--- src/pkg/spz_map.svh ---
// register indices, field positions and counts of the serial port
`ifndef SPZ_MAP_SVH
`define SPZ_MAP_SVH
`define SPZ_IDX_CTRL 8'h98
`define SPZ_IDX_DATA 8'h99
`define SPZ_IDX_AUX 8'h9a
`define SPZ_B_SM0 7
`define SPZ_B_SM1 6
`define SPZ_B_SM2 5
`define SPZ_B_REN 4
`define SPZ_B_TB8 3
`define SPZ_B_RB8 2
`define SPZ_B_TI 1
`define SPZ_B_RI 0
`define SPZ_A_DBL 0
`define SPZ_A_RXT2 1
`define SPZ_A_TXT2 2
`define SPZ_MODE_SYNC 2'h0
`define SPZ_MODE_FIX9 2'h2
`define SPZ_M0_FALL 4'h6
`define SPZ_M0_LAST 4'hb
`define SPZ_OS_MID 4'h7
`define SPZ_OS_LAST 4'hf
`define SPZ_FIX_LAST 2'h3
`define SPZ_BITS_M0 4'h8
`define SPZ_TXBITS_8 4'ha
`define SPZ_TXBITS_9 4'hb
`define SPZ_RXBITS_8 4'h9
`define SPZ_RXBITS_9 4'ha
`define SPZ_BITS_END 4'h1
`endif

--- src/pkg/spz_pkg.sv ---
// types of the serial port
package spz_pkg;
  typedef enum logic [0:0] {TX_IDLE, TX_SHIFT} spz_txst_t;
  typedef enum logic [1:0] {RX_IDLE, RX_START, RX_BITS} spz_rxst_t;
  typedef struct packed {
    logic [1:0] mode;
    logic mpEn;
    logic ren;
    logic tb8;
    logic rb8;
    logic ti;
    logic ri;
    logic doubler;
    logic rxT2;
    logic txT2;
    logic [7:0] rxHold;
    logic ack;
    logic [7:0] rdData;
    logic [2:0] inSync;
    logic t1Half;
    logic [1:0] fixDiv;
    spz_txst_t txSt;
    logic [10:0] txShift;
    logic [3:0] txBits;
    logic [3:0] txTicks;
    logic m0Rx;
    logic [3:0] m0Ph;
    spz_rxst_t rxSt;
    logic [9:0] rxShift;
    logic [3:0] rxBits;
    logic [3:0] rxTicks;
    logic outLow;
    logic dDrv;
    logic wake;
  } spz_state_t;
endpackage : spz_pkg

--- src/core/spz_serial_port.sv ---
// four-mode serial port with wishbone register access
//
// Operation
// - receiver double-buffered, shifter separate from holding register
// - data write loads transmitter, read returns receiver
// - mode bits select shift, 8-bit, fixed 9-bit, timed 9-bit
// - ninth bit one is address, zero data
// - multiprocessor enable drops data bytes, keeps addresses
// - receive enable lets input edges end slow power
// - 9-bit modes send software ninth bit
// - 9-bit modes capture received ninth bit
// - transmit done set by hardware, software clears
// - receive done set by hardware, software clears
// - data write starts transmission in current mode
// - shift mode: out pin clocks, in pin data
// - shift data changes rising, sampled falling edge
// - shift transmit starts with done flag clear
// - shift receive starts with enable, flag clear
// - 8-bit frame: start, eight data, stop
// - timer 1 rate, halved when doubler clear
// - timer 2 select overrides per direction
// - 9-bit frame: start, eight, ninth, stop
// - fixed mode: clock over 64 or 32
// - timed 9-bit mode selects rate like 8-bit
// - no parity checking in hardware
`include "spz_map.svh"
`timescale 1ns/1ps
`default_nettype none
module spz_serial_port (
  input wire logic clk, // processor clock, 10 MHz
  input wire logic arst_n, // asynchronous reset, active low
  input wire logic clkEn, // freezes all state while low
  input wire logic wbCyc, // wishbone cycle
  input wire logic wbStb, // wishbone strobe
  input wire logic wbWe, // wishbone write enable
  input wire logic [9:0] wbAdr, // wishbone byte address
  input wire logic [3:0] wbSel, // wishbone byte selects
  input wire logic [31:0] wbDatW, // wishbone write data
  output logic [31:0] wbDatR, // wishbone read data
  output logic wbAck, // wishbone acknowledge
  input wire logic timer1Ovf, // timer 1 overflow pulse
  input wire logic timer2Ovf, // timer 2 overflow pulse
  input wire logic slowPowerMode, // slow power mode active
  output logic wakeReq, // pulse: leave slow power mode
  output logic serialOutPin, // serial out or shift clock
  input wire logic serialInPin, // serial in pin level
  output logic serialInOut, // serial in pin drive value
  output logic serialInOe // serial in pin drive enable
);

  ////////////////////////////////////////////////////////////////////
  spz_pkg::spz_state_t s;
  spz_pkg::spz_state_t next_s;
  logic busReq;
  logic wr;
  logic rd;
  logic [7:0] idx;
  logic sIn;
  logic prevIn;
  logic fixTick;
  logic t1Tick;
  logic txTick;
  logic rxTick;
  logic isSync;

  assign busReq = wbCyc & wbStb & ~s.ack;
  assign wr = busReq & wbWe & wbSel[0];
  assign rd = busReq & ~wbWe;
  assign idx = wbAdr[9:2];
  assign sIn = s.inSync[1];
  assign prevIn = s.inSync[2];
  assign isSync = s.mode == `SPZ_MODE_SYNC;
  // fixed rate: 16 ticks per bit, one tick per 2 or 4 clocks
  assign fixTick = s.doubler ? s.fixDiv[0] : (s.fixDiv == `SPZ_FIX_LAST);
  assign t1Tick = timer1Ovf & (s.doubler | s.t1Half);
  assign rxTick = (s.mode == `SPZ_MODE_FIX9) ? fixTick :
                  (s.rxT2 ? timer2Ovf : t1Tick);
  assign txTick = (s.mode == `SPZ_MODE_FIX9) ? fixTick :
                  (s.txT2 ? timer2Ovf : t1Tick);

  ////////////////////////////////////////////////////////////////////
  always_comb begin
    logic [9:0] sh;
    logic [7:0] rxData;
    logic ninth;
    sh = {sIn, s.rxShift[9:1]};
    rxData = s.mode[1] ? sh[7:0] : sh[8:1];
    ninth = s.mode[1] ? sh[8] : sh[9];
    next_s = s;
    next_s.ack = busReq;
    next_s.inSync = {s.inSync[1], s.inSync[0], serialInPin};
    next_s.fixDiv = s.fixDiv + 2'h1;
    if (timer1Ovf) begin
      next_s.t1Half = ~s.t1Half;
    end
    // register reads
    next_s.rdData = 8'h00;
    if (rd) begin
      unique case (idx)
        `SPZ_IDX_CTRL: next_s.rdData = {s.mode, s.mpEn, s.ren, s.tb8,
                                        s.rb8, s.ti, s.ri};
        `SPZ_IDX_DATA: next_s.rdData = s.rxHold;
        `SPZ_IDX_AUX: next_s.rdData = {3'h0, s.rxSt != spz_pkg::RX_IDLE,
                                       s.txSt == spz_pkg::TX_SHIFT, s.txT2,
                                       s.rxT2, s.doubler};
        default: next_s.rdData = 8'h00;
      endcase
    end
    // register writes; hardware sets below win over these
    if (wr && idx == `SPZ_IDX_CTRL) begin
      next_s.mode = {wbDatW[`SPZ_B_SM0], wbDatW[`SPZ_B_SM1]};
      next_s.mpEn = wbDatW[`SPZ_B_SM2];
      next_s.ren = wbDatW[`SPZ_B_REN];
      next_s.tb8 = wbDatW[`SPZ_B_TB8];
      next_s.rb8 = wbDatW[`SPZ_B_RB8];
      next_s.ti = wbDatW[`SPZ_B_TI];
      next_s.ri = wbDatW[`SPZ_B_RI];
    end
    if (wr && idx == `SPZ_IDX_AUX) begin
      next_s.doubler = wbDatW[`SPZ_A_DBL];
      next_s.rxT2 = wbDatW[`SPZ_A_RXT2];
      next_s.txT2 = wbDatW[`SPZ_A_TXT2];
    end
    // data write starts a transmission when the transmitter is idle, in shift mode only with ti clear
    if (wr && idx == `SPZ_IDX_DATA && s.txSt == spz_pkg::TX_IDLE) begin
      if (isSync) begin
        if (!s.ti) begin
          next_s.txSt = spz_pkg::TX_SHIFT;
          next_s.m0Rx = 1'b0;
          next_s.m0Ph = 4'h0;
          next_s.txBits = `SPZ_BITS_M0;
          next_s.txShift = {3'h7, wbDatW[7:0]};
        end
      end else begin
        next_s.txSt = spz_pkg::TX_SHIFT;
        next_s.txTicks = 4'h0;
        next_s.txBits = s.mode[1] ? `SPZ_TXBITS_9 : `SPZ_TXBITS_8;
        // stop, ninth (or spare stop), data, start
        next_s.txShift = {1'b1, s.mode[1] ? s.tb8 : 1'b1,
                          wbDatW[7:0], 1'b0};
      end
    end else if (isSync && s.txSt == spz_pkg::TX_IDLE && s.ren &&
                 !next_s.ri) begin
      next_s.txSt = spz_pkg::TX_SHIFT;
      next_s.m0Rx = 1'b1;
      next_s.m0Ph = 4'h0;
      next_s.txBits = `SPZ_BITS_M0;
    end
    // shift mode engine, twelve clocks per bit
    if (isSync && s.txSt == spz_pkg::TX_SHIFT) begin
      next_s.m0Ph = (s.m0Ph == `SPZ_M0_LAST) ? 4'h0 : s.m0Ph + 4'h1;
      if (s.m0Rx && s.m0Ph == `SPZ_M0_FALL) begin
        next_s.rxShift = {s.rxShift[9:8], sIn, s.rxShift[7:1]};
      end
      if (s.m0Ph == `SPZ_M0_LAST) begin
        next_s.txShift = {1'b1, s.txShift[10:1]};
        next_s.txBits = s.txBits - 4'h1;
        if (s.txBits == `SPZ_BITS_END) begin
          next_s.txSt = spz_pkg::TX_IDLE;
          if (s.m0Rx) begin
            next_s.rxHold = s.rxShift[7:0];
            next_s.ri = 1'b1;
          end else begin
            next_s.ti = 1'b1;
          end
        end
      end
    end
    // asynchronous transmitter
    if (!isSync && s.txSt == spz_pkg::TX_SHIFT && txTick) begin
      next_s.txTicks = s.txTicks + 4'h1;
      if (s.txTicks == `SPZ_OS_LAST) begin
        next_s.txShift = {1'b1, s.txShift[10:1]};
        next_s.txBits = s.txBits - 4'h1;
        if (s.txBits == `SPZ_BITS_END) begin
          next_s.txSt = spz_pkg::TX_IDLE;
          next_s.ti = 1'b1;
        end
      end
    end
    // asynchronous receiver; the shifter runs while rxHold waits
    unique case (s.rxSt)
      spz_pkg::RX_IDLE: begin
        if (!isSync && s.ren && prevIn && !sIn) begin
          next_s.rxSt = spz_pkg::RX_START;
          next_s.rxTicks = 4'h0;
        end
      end
      spz_pkg::RX_START: begin
        if (rxTick) begin
          next_s.rxTicks = s.rxTicks + 4'h1;
          if (s.rxTicks == `SPZ_OS_MID) begin
            next_s.rxTicks = 4'h0;
            // a high level at mid start bit is a glitch
            next_s.rxSt = sIn ? spz_pkg::RX_IDLE : spz_pkg::RX_BITS;
            next_s.rxBits = s.mode[1] ? `SPZ_RXBITS_9 : `SPZ_RXBITS_8;
          end
        end
      end
      spz_pkg::RX_BITS: begin
        if (rxTick) begin
          next_s.rxTicks = s.rxTicks + 4'h1;
          if (s.rxTicks == `SPZ_OS_LAST) begin
            next_s.rxShift = sh;
            next_s.rxBits = s.rxBits - 4'h1;
            if (s.rxBits == `SPZ_BITS_END) begin
              next_s.rxSt = spz_pkg::RX_IDLE;
              // ninth bit is kept as data, parity is software's job
              if (!next_s.ri && (!s.mpEn || ninth)) begin
                next_s.rxHold = rxData;
                next_s.rb8 = ninth;
                next_s.ri = 1'b1;
              end
            end
          end
        end
      end
    endcase
    if (isSync || !s.ren) begin
      if (s.rxSt != spz_pkg::RX_IDLE) begin
        next_s.rxSt = spz_pkg::RX_IDLE;
      end
    end
    next_s.wake = slowPowerMode & s.ren & (sIn ^ prevIn);
    // pins, registered from the next state
    if (next_s.txSt == spz_pkg::TX_SHIFT) begin
      next_s.outLow = isSync ? next_s.m0Ph >= `SPZ_M0_FALL
                             : ~next_s.txShift[0];
    end else begin
      next_s.outLow = 1'b0;
    end
    next_s.dDrv = isSync && next_s.txSt == spz_pkg::TX_SHIFT &&
                  !next_s.m0Rx && !next_s.txShift[0];
  end

  always_ff @(posedge clk or negedge arst_n) begin
    if (!arst_n) begin
      s <= '0;
    end else if (clkEn) begin
      s <= next_s;
    end
  end

  ////////////////////////////////////////////////////////////////////
  assign wbDatR = {24'h0, s.rdData};
  assign wbAck = s.ack;
  assign wakeReq = s.wake;
  assign serialOutPin = ~s.outLow;
  assign serialInOut = 1'b0;
  assign serialInOe = s.dDrv;

  ////////////////////////////////////////////////////////////////////
  a_data_read_path: assert property (
    @(posedge clk) disable iff (!arst_n)
    (clkEn && rd && idx == `SPZ_IDX_DATA) |=>
      (wbAck && wbDatR[7:0] == $past(s.rxHold)))
    else $error("data read does not return receive register");

  a_tx_done_sticky: assert property (
    @(posedge clk) disable iff (!arst_n)
    (s.ti && !(wr && idx == `SPZ_IDX_CTRL)) |=> s.ti)
    else $error("transmit done cleared without software");

  a_rx_done_sticky: assert property (
    @(posedge clk) disable iff (!arst_n)
    (s.ri && !(wr && idx == `SPZ_IDX_CTRL)) |=> s.ri)
    else $error("receive done cleared without software");

  a_mp_filter: assert property (
    @(posedge clk) disable iff (!arst_n)
    ($rose(s.ri) && !$past(wr && idx == `SPZ_IDX_CTRL) &&
     $past(s.mpEn) && !$past(isSync)) |-> s.rb8)
    else $error("data byte raised receive done under multiprocessor");

  a_tx_start: assert property (
    @(posedge clk) disable iff (!arst_n)
    (clkEn && wr && idx == `SPZ_IDX_DATA && !isSync &&
     s.txSt == spz_pkg::TX_IDLE) |=> s.txSt == spz_pkg::TX_SHIFT)
    else $error("data write did not start transmission");

  a_frame_length: assert property (
    @(posedge clk) disable iff (!arst_n)
    ($rose(s.txSt == spz_pkg::TX_SHIFT) && !isSync) |->
      s.txBits == (s.mode[1] ? `SPZ_TXBITS_9 : `SPZ_TXBITS_8))
    else $error("frame length wrong for mode");

  a_shift_clock_fall: assert property (
    @(posedge clk) disable iff (!arst_n)
    ($fell(serialOutPin) && isSync) |->
      (s.m0Ph == `SPZ_M0_FALL && s.txSt == spz_pkg::TX_SHIFT))
    else $error("shift clock fell at wrong phase");

  a_wake_edge: assert property (
    @(posedge clk) disable iff (!arst_n)
    (clkEn && slowPowerMode && s.ren && (sIn != prevIn)) |=> wakeReq)
    else $error("input edge did not request wake");

  a_wake_gated: assert property (
    @(posedge clk) disable iff (!arst_n)
    (clkEn && !s.ren) |=> !wakeReq)
    else $error("wake requested with receive disabled");

  a_ack_one_cycle: assert property (
    @(posedge clk) disable iff (!arst_n)
    (clkEn && wbAck) |=> !wbAck)
    else $error("acknowledge stood longer than one cycle");

  a_ack_answer: assert property (
    @(posedge clk) disable iff (!arst_n)
    (clkEn && wbCyc && wbStb && !wbAck) |=> wbAck)
    else $error("bus request not answered in one cycle");

  a_rx_ninth_capture: assert property (
    @(posedge clk) disable iff (!arst_n)
    ($rose(s.ri) && $past(s.rxSt == spz_pkg::RX_BITS) && $past(s.mode[1]) &&
     !$past(wr && idx == `SPZ_IDX_CTRL)) |->
      (s.rb8 == s.rxShift[8] && s.rxHold == s.rxShift[7:0]))
    else $error("ninth bit or data byte not captured");

  a_rx_stop_kept: assert property (
    @(posedge clk) disable iff (!arst_n)
    ($rose(s.ri) && $past(s.rxSt == spz_pkg::RX_BITS) && !$past(s.mode[1]) &&
     !$past(isSync) && !$past(wr && idx == `SPZ_IDX_CTRL)) |->
      (s.rb8 == s.rxShift[9] && s.rxHold == s.rxShift[8:1]))
    else $error("stop bit or data byte not captured");

  a_rx_hold_kept: assert property (
    @(posedge clk) disable iff (!arst_n)
    (clkEn && s.ri && !isSync && !(wr && idx == `SPZ_IDX_CTRL)) |=>
      $stable(s.rxHold))
    else $error("unread receive byte overwritten");

  a_tx_start_bit: assert property (
    @(posedge clk) disable iff (!arst_n)
    ($rose(s.txSt == spz_pkg::TX_SHIFT) && !isSync) |->
      (!s.txShift[0] && s.txShift[10]))
    else $error("frame lacks start or stop bit");

  a_ninth_sent: assert property (
    @(posedge clk) disable iff (!arst_n)
    ($rose(s.txSt == spz_pkg::TX_SHIFT) && s.mode[1]) |->
      s.txShift[9] == $past(s.tb8))
    else $error("ninth bit not taken from software");

  a_idle_line_high: assert property (
    @(posedge clk) disable iff (!arst_n)
    (s.txSt == spz_pkg::TX_IDLE) |-> serialOutPin)
    else $error("serial output low while idle");

  a_sync_no_async: assert property (
    @(posedge clk) disable iff (!arst_n)
    (clkEn && isSync) |=> s.rxSt == spz_pkg::RX_IDLE)
    else $error("asynchronous receiver runs in shift mode");

  a_sync_rx_start: assert property (
    @(posedge clk) disable iff (!arst_n)
    (clkEn && isSync && s.txSt == spz_pkg::TX_IDLE && s.ren && !s.ri &&
     s.rxSt == spz_pkg::RX_IDLE && !busReq) |=>
      (s.txSt == spz_pkg::TX_SHIFT && s.m0Rx))
    else $error("shift mode reception did not start");

  a_oe_only_sync: assert property (
    @(posedge clk) disable iff (!arst_n)
    serialInOe |-> $past(isSync))
    else $error("data pin driven outside shift mode");

  a_sync_clock_rise: assert property (
    @(posedge clk) disable iff (!arst_n)
    ($rose(serialOutPin) && isSync && $past(isSync)) |->
      (s.m0Ph == 4'h0 || s.txSt == spz_pkg::TX_IDLE))
    else $error("shift clock rose at wrong phase");

endmodule : spz_serial_port
`default_nettype wire

--- config.mk ---
export PLATFORM = sky130hd
export DESIGN_NAME = spz_serial_port
export DESIGN_NICKNAME = d
export VERILOG_FILES = /design/src/pkg/spz_pkg.sv /design/src/core/spz_serial_port.sv
export VERILOG_INCLUDE_DIRS = /design/src /design/src/pkg
export SDC_FILE = /design/constraint.sdc
export NUM_CORES = 1
export LEC_CHECK = 0
export BUFFER_PORTS_ARGS = -buffer_cell sky130_fd_sc_hd__buf_2
export CAP_MARGIN = 20
export CORE_ASPECT_RATIO = 2
export CORE_MARGIN = 5
export CORE_UTILIZATION = 50
export DETAILED_ROUTE_END_ITERATION = 8
export GPL_TIMING_DRIVEN = 0
export PLACE_DENSITY = 0.69
export RECOVER_POWER = 50
export SYNTH_ARGS = -nofsm -noshare
export SYNTH_HDL_FRONTEND = slang
export SYNTH_SLANG_ARGS = --single-unit
--- constraint.sdc ---
create_clock -name clk -period 4.35 [get_ports clk]
set_input_delay 0.435 -clock clk [delete_from_list [all_inputs] [get_ports clk]]
set_output_delay 0.435 -clock clk [all_outputs]
set_load 0.01 [all_outputs]
Word-level counts from Yosys, hierarchy flattened

Index checks and enable logic that the tools add are counted.

Register bits after elaboration: 82
Bits in latches: 0
Memory bits (writable): 0
ROM bits: 0
Input port bits: 56
Output and inout bits: 37
Logic and storage cells: 192
Memories: 0

Add/sub/neg operators: 6
Multipliers: 0
Divide/modulo/power cells: 0
Magnitude comparators: 1
Eq/ne operators: 20
Shift operators: 0
Mux-type cells: 81
Bitwise operators: 16
Reduce and logical (&&, ||, !) cells: 39

Operators by type and width:

| kind                  | number |
|---|---|
| $mux W8               | 15 |
| $mux W16              | 6 |
| $mux W20              | 2 |
| $mux W1               | 29 |
| $mux W4               | 7 |
| $eq A8 B8 Y1 const B  | 3 |
| $pmux W8 S3           | 1 |
| $mux W2               | 11 |
| $mux W5               | 4 |
| $logic_and A1 B1 Y1   | 18 |
| $add A4 B1 Y4 const B | 3 |
| $eq A4 B4 Y1 const B  | 3 |
| $pmux W4 S3           | 1 |
| $mux W11              | 1 |
| $mux W10              | 1 |
| $ne A2 B2 Y1 const B  | 5 |
| $and A1 B1 Y1         | 8 |
| $eq A4 B1 Y1 const B  | 2 |
| $eq A4 B3 Y1 const B  | 2 |
| $logic_not A1 Y1      | 8 |
| $pmux W4 S2           | 1 |
| $sub A4 B1 Y4 const B | 2 |
| $eq A2 B2 Y1 const B  | 3 |
| $not A1 Y1            | 6 |
| 15 further kinds      | 21 |

Longest topological paths before layout

Word-level depth: 19
Gate-level depth with buffers: 9
Gate-level depth less buffers: 8

Worst setup path after synthesis

Ideal clock, no wire load.

Path kind: input port to flip-flop
From: input port wbAdr[7]
To: register s[2] in the netlist's numbering
Setup time: 0.101 ns
Arrival: 1.907 ns
Data required time: 4.249 ns
Path slack: 2.343 ns
Stages on the path: 7
Buffers on the path: 1
Path through: and4bb_1 -> and4b_4 -> and4_1 -> buf_4 -> nor2_2 -> a221o_1 -> o32ai_1

Cells in the longest elaborated chain, start to end: 14
Elaborated cells between the ends (all ways): 24
Those cells by class: order compare (1); eq/ne (2); mux (15); bitwise (1); reduce/logical (5)

RTL lines:

| element                       | RTL line               | text |
|---|---|---|
| from (decl)                   | spz_serial_port.sv:36  | `input wire logic [9:0] wbAdr,` |
| $eq A8 B8 Y1                  | --                     |  |
| $logic_and A1 B1 Y1 (no line) | --                     |  |
| $mux W3                       | spz_serial_port.sv:110 | `` if (wr && idx == `SPZ_IDX_CTRL) begin `` |
| $logic_not A1 Y1              | spz_serial_port.sv:143 | `!next_s.ri) begin` |
| $logic_and A1 B1 Y1           | spz_serial_port.sv:142 | `end else if (isSync && s.txSt == spz_pkg::TX_IDLE && s.ren &&` |
| $mux W1                       | spz_serial_port.sv:142 |  |
| $mux W1                       | spz_serial_port.sv:125 | `` if (wr && idx == `SPZ_IDX_DATA && s.txSt == spz_pkg::TX_IDLE) begin `` |
| $mux W1                       | spz_serial_port.sv:158 | `` if (s.txBits == `SPZ_BITS_END) begin `` |
| $mux W16                      | spz_serial_port.sv:155 | `` if (s.m0Ph == `SPZ_M0_LAST) begin `` |
| $mux W16                      | spz_serial_port.sv:150 | `if (isSync && s.txSt == spz_pkg::TX_SHIFT) begin` |
| $mux W1                       | spz_serial_port.sv:175 | `` if (s.txBits == `SPZ_BITS_END) begin `` |
| $mux W16                      | spz_serial_port.sv:172 | `` if (s.txTicks == `SPZ_OS_LAST) begin `` |
| $mux W20                      | spz_serial_port.sv:170 | `if (!isSync && s.txSt == spz_pkg::TX_SHIFT && txTick) begin` |
| $mux W1 *                     | spz_serial_port.sv:226 | `if (next_s.txSt == spz_pkg::TX_SHIFT) begin` |
| to (signal assigned)          | spz_serial_port.sv:240 | `s <= next_s;` |
| to (decl)                     | spz_serial_port.sv:52  | `spz_pkg::spz_state_t s;` |

Every way passes the cells marked *; elsewhere a longest branch is shown, timed or not.
A chain may end at the register's enable or synchronous reset.

==> metrics.csv <==
metric,value,unit
seq_area,2050,um2
slowest_delay,1.29,ns
grt_max_degree,66,
ys_seq_area_share,41.4,%
timing.rr.start,s[80],
grtUsageTotal,21.3,%
postSynthAreaPerCell,9.76,um2
clockBufferDepth,2,
path_class,in2async,
grt_use_met3,3.04,%
tns,0,ns
synth_edf_count,0,
min_from,serialInPin,
peakVddDrop,0.000334,V
leakagePower,2.67,nW
clock.fmax,346,MHz
clkLatencyLatePin,0.34,ns
cap_violations,1,
min_path_cells,2,
cts_max_level,3,
core_area,9700,um2
worstSetupEndpointType,async pin,
initial_utilization,51.1,%
path_buf_inv,3,
cts_made_buffers,9,
grt-ovfl-total,0,
die_area,12100,um2
root_buffer,clkbuf_16,
setup_viol,0,
cpMaxStageDelayCell,clkbuf_2,
grtUsageMet1,21.9,%
vias,4061,
period_minus_slack,2.89,ns
yosysUniqueCellTypes,73,
required,4.51,ns
grtUsageMet2,40.0,%
fin_nets,651,
layout_common_cells,"82 x dfrtp_1, 38 x buf_2, 36 x buf_4, 32 x o21ai_0",
min_path_type,in2reg,
path_cells,"dlygate4sd3_1, clkbuf_1, clkbuf_2",
r2r_slack,2.02,ns
power_density,362,nW/um2
busiest_layer,met2,
ys.flop_type,dfrtp_1,
post_cts_resized,0,
routabilityCongestion,0.890,
grt_pass1_wl,19700,um
rsz0062_at_grt,false,
worstMarginPinSlew,1.61,ns
critPathArrivalTime,3.05,ns
power.total,0.00206,W
slew-limit-headroom,-7.30,%
netlist_area,4960,um2
cp_top_family,buffers and inverters,
finalClockSkew,0.00562,ns
detailed_place_hpwl,9430,um
ys_warn_count,0,
numPortBuffers,38,
r2r_cells,7,
cts_tree,built,
antenna_found_initial,0,
antenna_left,0,
dieHeight,151,um
hold_violations,0,
rows,51,
ys_ff_latch,82,
drive_gt1_share,23.2,%
holdWs,0.320,ns
r2r-end,s[64],
cts.sinks,82,
first_pass_iters,6,
violations,"capacitance limit, slew limit",
synthArstFlopShare,100,%
die_x,80.4,um
outcome,finished with violations,
cts.clk_slew.worst_paths,0.06,ns
diodes,0,
syn_to_final_growth,14.7,%
drcViolationCount,0,
wire_per_inst,17.0,um
final.fill_count,872,
vias_per_cell,5.65,
netlist_instances,508,
layout_commonest_cell,dfrtp_1,
detail_route.iter0.violations,219,
io_pins,93,
cp_max_fo,65,
start_kind,input pin,
finalMaxSlewViolations,66,
grt_pass1_vias,4129,
multi_input_area,2520,um2
finalWirelength,12200,um
whs_endpoint,next_s[52],
critPathLaunch,arst_n,
period_share,66.5,%
-- layout make-up --
cell class / instances / area share [%]
sequential: 82 / 36.1
timing repair buffer: 40 / 3.54
inverter: 20 / 1.32
tap: 132 / 2.91
clock buffer: 11 / 4.09
clock inverter: 4 / 0.947
multi-input combinational: 371 / 44.3
buffer: 59 / 6.76
-- logic make-up after synthesis --
group | synth area share (%)
fa+ha+maj | 3.03
compound gates | 21.3
flops | 41.4
buf+inv | 9.57
other cells | 0.0757
simple gates | 14.7
xor+xnor | 0.707
mux | 9.21
-- how the worst max path moves through the flow --
stage | to | slack, ns | depth (start not counted)
floorplan | s[2] | 2.34 | 7
global placement | s[25] | 2.05 | 8
detailed placement | s[25] | 2.02 | 8
CTS | s[25] | 2.01 | 7
global route | s[8] | 0.93 | 3
finish | s[35] | 1.46 | 3
-- cells in the mapped netlist (13+ instances only) --
cell type / count / area, um2
mux2_2: 29 / 327
nand3_1: 17 / 85.1
nor3_1: 13 / 65.1
o21ai_0: 32 / 160
dfrtp_1: 82 / 2050
mux2i_1: 13 / 130
a2bb2oi_1: 18 / 158
inv_1: 20 / 75.1
a21oi_1: 25 / 125
buf_4: 36 / 270
nor2_1: 31 / 116
clkbuf_1: 13 / 48.8
nand2_1: 31 / 116
-- report_power, final --
part	internal [W]	switching, W
sequential	0.000829	0.0000495
clock	0.000443	0.000306
combinational	0.000186	0.000242
total	0.00146	0.000597
-- flip-flops by register name, indices dropped and copies added (netlist names) --
name and count:
next_s 2, wbDatR 8, wakeReq 1, prevIn 1, serialInOe 1, s 68, wbAck 1
-- routing by layer --
layer	vias to the layer above	share of wire [%]
li1	1962	-
met1	1966	36
met2	100	57
met3	33	2.8
met4	0	3.7
met5	-	0
-- stage by stage --
| step | cell area (um2) | util [%] | std cells | setup WS, ns |
|---|---|---|---|---|
| CTS | 5730 | 59.1 | 719 | 2.01 |
| detailed placement | 5430 | 56.0 | 703 | 2.02 |
| finish | 5680 | 58.6 | 719 | 1.46 |
| floorplan | 5050 | - | 532 | 2.34 |
| global route | 5680 | 58.6 | 719 | 0.929 |
| global placement | 5400 | 55.7 | 702 | 2.05 |
-- repair_timing --
item | 4_1_cts | 5_1_grt
hold buffers | 1 | 0
setup endpoints to repair | 0 | 0
hold endpoints to repair | 17 | 0
buffers inserted | 0 | 0
Note: power is estimated with default switching activity, not from simulation.
